## config.mk

```make
export PLATFORM = sky130hd
export DESIGN_NAME = hpp_regs
export DESIGN_NICKNAME = d
export VERILOG_FILES = /design/src/hdl/hpp_pkg.sv /design/src/hdl/hpp_port_power_sel.sv /design/src/hdl/hpp_regs.sv
export SDC_FILE = /design/constraint.sdc
export NUM_CORES = 1
export LEC_CHECK = 0
export ABC_AREA = 1
export BUFFER_PORTS_ARGS = -buffer_cell sky130_fd_sc_hd__buf_2
export CAP_MARGIN = 10
export CORE_ASPECT_RATIO = 1.75
export CORE_MARGIN = 8
export CORE_UTILIZATION = 48
export DETAILED_ROUTE_END_ITERATION = 8
export PLACE_DENSITY = 0.79
export SKIP_LAST_GASP = 1
export SLEW_MARGIN = 20
export SYNTH_ARGS = -nofsm -noshare
export SYNTH_HDL_FRONTEND = slang
export SYNTH_HIERARCHICAL = 1
export SYNTH_SLANG_ARGS = --single-unit
```

## constraint.sdc

```tcl
create_clock -name aclk -period 1.7 [get_ports aclk]
set_input_delay 0.085 -clock aclk [delete_from_list [all_inputs] [get_ports aclk]]
set_output_delay 0.085 -clock aclk [all_outputs]
set_load 0.005 [all_outputs]
```

## src/hdl/hpp_pkg.sv

```systemverilog
package hpp_pkg;
  // register indices, byte address is four times the index
  localparam logic [15:0] PULLUP_IDX  = 16'h093e;
  localparam logic [15:0] SEL1_IDX    = 16'h3c00;
  localparam logic [15:0] SEL2_IDX    = 16'h3c04;
  localparam int          ADDR_W      = 18;
  localparam logic [ADDR_W-1:0] PULLUP_ADDR = {PULLUP_IDX, 2'b00};
  localparam logic [ADDR_W-1:0] SEL1_ADDR   = {SEL1_IDX, 2'b00};
  localparam logic [ADDR_W-1:0] SEL2_ADDR   = {SEL2_IDX, 2'b00};

  // field layout
  localparam logic [7:0] PULLUP_MASK   = 8'hfe;
  localparam logic [7:0] SEL_MASK      = 8'hbf;
  localparam int         SEL_SHARED    = 7;
  localparam int         SEL_DISABLED  = 5;
  localparam int         SEL_FIXED     = 4;
  localparam int         SRC_HI        = 3;

  // reset values
  localparam logic [7:0] PULLUP_RST    = 8'h00;
  localparam logic [7:0] SEL_RST       = 8'h00;

  // power source codes
  localparam logic [3:0] SRC_OFF       = 4'h0;
  localparam logic [3:0] SRC_USB2      = 4'h1;
  localparam logic [3:0] SRC_USB3      = 4'h2;
  localparam logic [3:0] SRC_EITHER    = 4'h3;
  localparam logic [3:0] SRC_GPIO      = 4'h4;

  localparam logic [1:0] RESP_OKAY     = 2'b00;
  localparam logic [1:0] RESP_SLVERR   = 2'b10;
endpackage

```

## src/hdl/hpp_port_power_sel.sv

```systemverilog
`timescale 1ns/1ps
module hpp_port_power_sel
  import hpp_pkg::*;
(
  input  wire logic       aclk,
  input  wire logic       aresetn,
  input  wire logic [3:0] source_code,
  input  wire logic       usb2_power,
  input  wire logic       usb3_power,
  input  wire logic       gpio_power,
  output logic            power_on
);
  import hpp_pkg::*;

  logic power_d;
  logic power_q;

  always_comb begin
    unique case (source_code)
      SRC_OFF:    power_d = 1'b0;
      SRC_USB2:   power_d = usb2_power;
      SRC_USB3:   power_d = usb3_power;
      SRC_EITHER: power_d = usb2_power | usb3_power;
      SRC_GPIO:   power_d = gpio_power;
      default:    power_d = 1'b0;
    endcase
  end

  always_ff @(posedge aclk) begin
    if (!aresetn) begin
      power_q <= 1'b0;
    end else begin
      power_q <= power_d;
    end
  end

  assign power_on = power_q;
endmodule

```

## src/hdl/hpp_regs.sv

```systemverilog
// Notes on behaviour
// - pull-up register bits 7 to 1 each switch the pull-up of one port power pad, one meaning on.
// - pull-up bit N drives the pull-up of pad N.
// - select bit 7 set means power and over-current sense share one pin, clear means separate pins.
// - select bit 5 set reports the port to the hub as permanently disabled.
// - select bit 4 set marks the port as having a fixed attached device.
// - the source field picks off, usb2 power, usb3 power, either, or the designated gpio.
// - ports 1 and 2 each have their own identical select register, at word indices four apart (0x3c00 and 0x3c04).
`timescale 1ns/1ps
module hpp_regs
  import hpp_pkg::*;
#(
  parameter int NPORT = 2
)(
  input  wire logic                     aclk,
  input  wire logic                     aresetn,
  input  wire logic [hpp_pkg::ADDR_W-1:0] s_axi_awaddr,
  input  wire logic                     s_axi_awvalid,
  output logic                          s_axi_awready,
  input  wire logic [31:0]              s_axi_wdata,
  input  wire logic [3:0]               s_axi_wstrb,
  input  wire logic                     s_axi_wvalid,
  output logic                          s_axi_wready,
  output logic [1:0]                    s_axi_bresp,
  output logic                          s_axi_bvalid,
  input  wire logic                     s_axi_bready,
  input  wire logic [hpp_pkg::ADDR_W-1:0] s_axi_araddr,
  input  wire logic                     s_axi_arvalid,
  output logic                          s_axi_arready,
  output logic [31:0]                   s_axi_rdata,
  output logic [1:0]                    s_axi_rresp,
  output logic                          s_axi_rvalid,
  input  wire logic                     s_axi_rready,
  input  wire logic [NPORT:1]           usb2_port_power,
  input  wire logic [NPORT:1]           usb3_port_power,
  input  wire logic [NPORT:1]           general_purpose_pad,
  output logic [7:1]                    port_power_pad_pullup,
  output logic [NPORT:1]                port_power_enable,
  output logic [NPORT:1]                port_shared_pin,
  output logic [NPORT:1]                port_disabled,
  output logic [NPORT:1]                fixed_attached_device
);
  import hpp_pkg::*;

  // register state
  logic [7:0]        pullup_q, pullup_d;
  logic [7:0]        sel_q [1:NPORT];
  logic [7:0]        sel_d [1:NPORT];
  logic [NPORT:1]    shared_q, shared_d;
  logic [NPORT:1]    disabled_q, disabled_d;
  logic [NPORT:1]    fixed_q, fixed_d;

  // write channel state
  logic              aw_held_q, aw_held_d;
  logic              w_held_q, w_held_d;
  logic [ADDR_W-1:0] waddr_q, waddr_d;
  logic [7:0]        wbyte_q, wbyte_d;
  logic              wen_q, wen_d;
  logic              bvalid_q, bvalid_d;
  logic [1:0]        bresp_q, bresp_d;
  logic              awready_q, awready_d;
  logic              wready_q, wready_d;

  // read channel state
  logic              rvalid_q, rvalid_d;
  logic [31:0]       rdata_q, rdata_d;
  logic [1:0]        rresp_q, rresp_d;
  logic              arready_q, arready_d;

  // gpio pad synchroniser
  logic [NPORT:1]    gpio_meta_q;
  logic [NPORT:1]    gpio_sync_q;

  logic              do_write;
  logic              write_hit;
  logic [7:0]        read_byte;
  logic              read_hit;

  assign do_write = aw_held_q && w_held_q && !bvalid_q;

  always_comb begin
    aw_held_d = aw_held_q;
    w_held_d  = w_held_q;
    waddr_d   = waddr_q;
    wbyte_d   = wbyte_q;
    wen_d     = wen_q;
    bvalid_d  = bvalid_q;
    bresp_d   = bresp_q;
    write_hit = 1'b0;
    if (s_axi_awvalid && s_axi_awready) begin
      aw_held_d = 1'b1;
      waddr_d   = s_axi_awaddr;
    end
    if (s_axi_wvalid && s_axi_wready) begin
      w_held_d = 1'b1;
      wbyte_d  = s_axi_wdata[7:0];
      wen_d    = s_axi_wstrb[0];
    end
    if (do_write) begin
      write_hit = (waddr_q == PULLUP_ADDR) || (waddr_q == SEL1_ADDR) || (waddr_q == SEL2_ADDR);
      aw_held_d = 1'b0;
      w_held_d  = 1'b0;
      bvalid_d  = 1'b1;
      bresp_d   = write_hit ? RESP_OKAY : RESP_SLVERR;
    end else if (bvalid_q && s_axi_bready) begin
      bvalid_d  = 1'b0;
    end
    // readies registered so the bus outputs come from flops
    awready_d = !aw_held_d && !bvalid_d;
    wready_d  = !w_held_d && !bvalid_d;
  end

  // register updates on a completed write
  always_comb begin
    pullup_d = pullup_q;
    for (int p = 1; p <= NPORT; p++) begin
      sel_d[p] = sel_q[p];
    end
    if (do_write && wen_q) begin
      if (waddr_q == PULLUP_ADDR) begin
        pullup_d = wbyte_q & PULLUP_MASK;
      end
      if (waddr_q == SEL1_ADDR) begin
        sel_d[1] = wbyte_q & SEL_MASK;
      end
      if (waddr_q == SEL2_ADDR) begin
        sel_d[2] = wbyte_q & SEL_MASK;
      end
    end
  end

  // read path
  always_comb begin
    read_byte = 8'h00;
    read_hit  = 1'b1;
    if (s_axi_araddr == PULLUP_ADDR) begin
      read_byte = pullup_q;
    end else if (s_axi_araddr == SEL1_ADDR) begin
      read_byte = sel_q[1];
    end else if (s_axi_araddr == SEL2_ADDR) begin
      read_byte = sel_q[2];
    end else begin
      read_hit = 1'b0;
    end
    rvalid_d = rvalid_q;
    rdata_d  = rdata_q;
    rresp_d  = rresp_q;
    if (s_axi_arvalid && s_axi_arready) begin
      rvalid_d = 1'b1;
      rdata_d  = {24'h000000, read_byte};
      rresp_d  = read_hit ? RESP_OKAY : RESP_SLVERR;
    end else if (rvalid_q && s_axi_rready) begin
      rvalid_d = 1'b0;
    end
    arready_d = !rvalid_d;
  end

  // per-port status decode
  always_comb begin
    for (int p = 1; p <= NPORT; p++) begin
      shared_d[p]   = sel_q[p][SEL_SHARED];
      disabled_d[p] = sel_q[p][SEL_DISABLED];
      fixed_d[p]    = sel_q[p][SEL_FIXED];
    end
  end

  always_ff @(posedge aclk) begin
    if (!aresetn) begin
      pullup_q    <= PULLUP_RST;
      for (int p = 1; p <= NPORT; p++) begin
        sel_q[p] <= SEL_RST;
      end
      shared_q    <= '0;
      disabled_q  <= '0;
      fixed_q     <= '0;
      aw_held_q   <= 1'b0;
      w_held_q    <= 1'b0;
      waddr_q     <= '0;
      wbyte_q     <= 8'h00;
      wen_q       <= 1'b0;
      bvalid_q    <= 1'b0;
      bresp_q     <= RESP_OKAY;
      rvalid_q    <= 1'b0;
      rdata_q     <= 32'h00000000;
      rresp_q     <= RESP_OKAY;
      awready_q   <= 1'b1;
      wready_q    <= 1'b1;
      arready_q   <= 1'b1;
      gpio_meta_q <= '0;
      gpio_sync_q <= '0;
    end else begin
      pullup_q    <= pullup_d;
      for (int p = 1; p <= NPORT; p++) begin
        sel_q[p] <= sel_d[p];
      end
      shared_q    <= shared_d;
      disabled_q  <= disabled_d;
      fixed_q     <= fixed_d;
      aw_held_q   <= aw_held_d;
      w_held_q    <= w_held_d;
      waddr_q     <= waddr_d;
      wbyte_q     <= wbyte_d;
      wen_q       <= wen_d;
      bvalid_q    <= bvalid_d;
      bresp_q     <= bresp_d;
      rvalid_q    <= rvalid_d;
      rdata_q     <= rdata_d;
      rresp_q     <= rresp_d;
      awready_q   <= awready_d;
      wready_q    <= wready_d;
      arready_q   <= arready_d;
      gpio_meta_q <= general_purpose_pad;
      gpio_sync_q <= gpio_meta_q;
    end
  end

  // source selection per port
  generate
    for (genvar g = 1; g <= NPORT; g++) begin : g_port
      hpp_port_power_sel u_sel (
        .aclk        (aclk),
        .aresetn     (aresetn),
        .source_code (sel_q[g][SRC_HI:0]),
        .usb2_power  (usb2_port_power[g]),
        .usb3_power  (usb3_port_power[g]),
        .gpio_power  (gpio_sync_q[g]),
        .power_on    (port_power_enable[g])
      );
    end
  endgenerate

  assign s_axi_awready         = awready_q;
  assign s_axi_wready          = wready_q;
  assign s_axi_bvalid          = bvalid_q;
  assign s_axi_bresp           = bresp_q;
  assign s_axi_arready         = arready_q;
  assign s_axi_rvalid          = rvalid_q;
  assign s_axi_rdata           = rdata_q;
  assign s_axi_rresp           = rresp_q;
  assign port_power_pad_pullup = pullup_q[7:1];
  assign port_shared_pin       = shared_q;
  assign port_disabled         = disabled_q;
  assign fixed_attached_device = fixed_q;
endmodule
```

==> out/metrics.cfg <==
[setup_path]
crit_fanout = 9
critPathLaunchType = register
cp.required_ns = 1.95
r2r_cells = 7
arrival_ns = 1.78
end_kind = register
worstSetupPathType = reg -> reg

[run]
maxCapViolations = 0

[synthesis]
avgSynthCellArea_um2 = 7.217
synth_enable_flop_cells = 0
synth_common_cells = nor2_1, dfxtp_1, nand2_1, inv_1, o21ai_0
synth_area_leaders = dfxtp_1, nor2_1, nand2_1, buf_4, inv_1
synth_seq_cells = 77
synth_top_area_share_pct = 43.86
synth.most_common_cell = nor2_1
synthFlopType = dfxtp_1
yosysWarnings = 6
synthCells = 487
synth_seq_area_share_pct = 43.86
netlist.top_cell.by_area = dfxtp_1
async_reset_ff_share_pct = 0
synth.distinct_cells = 33
netlist_area_um2 = 3515

[timing]
rsz0062_at_grt = no
min_period_ns = 1.536
hold_viol = 0
setup_viol = 0
skew_ns = 0.003884
tns_ns = 0
maxSlewViolCount = 0
min_period_over_period_pct = 90.34
max_freq_mhz = 651.2

[min_path]
min_path_cells = 3
hold_class = in -> reg

[die]
core_um2 = 7182
die_h_um = 129.2
dieArea_um2 = 10420
start_util_pct = 48.94
fp.dieW_um = 80.69
rows = 41
io_pins = 141

[clock_tree]
cts_tree = built
path_clk_slew_ns = 0.06
cts.sinks = 77
clock-root-buffer = clkbuf_16
cts_max_level = 3
clockBufferDepth = 2
cts_made_buffers = 9
clk_latency_ns = 0.33

[global_route]
grt_max_degree = 56
antenna_found_initial = 0
grt_pass1_wl_um = 13990
grt_pass1_vias = 3231
grt_overflow = 0
grtUsageTotal_pct = 16.90

[place]
dpl.hpwl_um = 6459
port_buffers = 87
dp_cells = 651
globalplace.congestion = 0.9085

[route]
post_drt_wl_per_cell_um = 12.91
viasPerCell = 4.917
routed_wl_um = 8675
antenna_left = 0
vias = 3304
drtPass1Iterations = 4
route.detailed.drc = 0
drt_iter0_markers = 227

[final_layout]
num_antenna_cells = 0
drive_above_1_share_pct = 23.04
nets = 667
fin_cells = 672
area_growth_pct = 24.07

[power]
p_leak_nw = 2.197
peakVddDrop_uv = 782.3
powerDensity_nw_per_um2 = 1052

[outcome]
outcome = finished, final reports clean

[kinds of logic after synthesis]
kind of cell / after synthesis / share of synthesized area [%]
other cells: 1 / 0.1067
compound gates: 66 / 9.719
buf+inv: 97 / 13.81
simple gates: 246 / 32.50
flops: 77 / 43.86
[registers in the layout, summed over array words and instances, names as in the netlist, 7 cells and up]
name	count
waddr_q	18
sel_q	14
s_axi_rdata	8
wbyte_q	8
pullup_q	7
[layer usage]
layer	GRT usage (%)	wire length, um	up-vias
met5	0	0	-
met4	9.101	347	0
met3	4.716	774	26
met2	30.93	4506	130
met1	16.32	3047	1458
li1	-	-	1690
[cells in the final DEF, fill, tap and decap left out, types with 2 or more instances in the layout]
cell type        n
buf_4           11
inv_2            2
a31oi_1          7
nor3_4           2
nand3_2          2
o21ai_0         31
nand4_1         17
dlygate4sd3_1    4
nor2_4           4
o21ai_1          8
buf_2           87
nand2_2          4
clkbuf_8         2
dfxtp_1         77
nor3_1           3
clkbuf_16        9
nor2_1         109
bufinv_16        3
conb_1          26
nand2_1         71
a21oi_1         19
inv_1           50
nand3_1         19
nor3b_1          6
nor3_2           2
[per-stage QoR]
step	hold slack (ns)	setup WS, ns	area, um2	total power, W	util [%]
global placement	0.2728	0.2767	3953	0.002410	55.03
floorplan	0.1826	0.3224	3608	0.002303	-
finish	0.006626	0.1643	4360	0.004586	60.71
CTS	0.0007973	0.1435	4340	0.004624	60.44
detailed placement	0.2764	0.1825	3953	0.002428	55.03
global route	0.006455	0.01577	4360	0.004786	60.71
[area by class of cell]
class	count	area, um2
fillers	651	2821
multi-input cells	338	1587
flip-flops and latches	77	1541
repair buffers	103	578.1
clock buffers	11	252.7
inverters	53	198.9
well taps	86	107.6
clock inverters	4	95.09
[critical path: stages, from the launching register on]
cell and delay (ns):
dfxtp_1 0.31, nor2_1 0.20, nand3_1 0.11, nor3_1 0.23, nand3_2 0.18, buf_4 0.20
nand2_1 0.05, nor3b_1 0.17
[final timing paths]
path	startpoint	end	slack, ns
setup / recovery	waddr_q[0]$_SDFFE_PN0P_	pullup_q[5]$_SDFFE_PN0P_	0.16
hold / removal	usb2_port_power[2]	g_port[2].u_sel/power_on$_SDFF_PN0_	0.007
setup reg to reg	waddr_q[0]$_SDFFE_PN0P_	pullup_q[5]$_SDFFE_PN0P_	0.16
hold reg to reg	gpio_meta_q[1]$_SDFF_PN0_	gpio_sync_q[1]$_SDFF_PN0_	0.41
[timing repair]
action / CTS / global route
hold buffers: 4 / 0
hold endpoints to repair: 4 / 0
setup endpoints to repair: 0 / 2
resized for setup: 0 / 1
setup buffers: 0 / 2
[power by group]
group | switching [W] | total (W) | internal, W | leakage [nW]
logic | 0.000261 | 0.000437 | 0.000176 | 1.40
clock network | 0.000683 | 0.00218 | 0.00150 | 0.172
registers | 0.0000699 | 0.00197 | 0.00190 | 0.630
total | 0.00101 | 0.00459 | 0.00357 | 2.20
No activity file was read; power rests on OpenSTA's default activity.
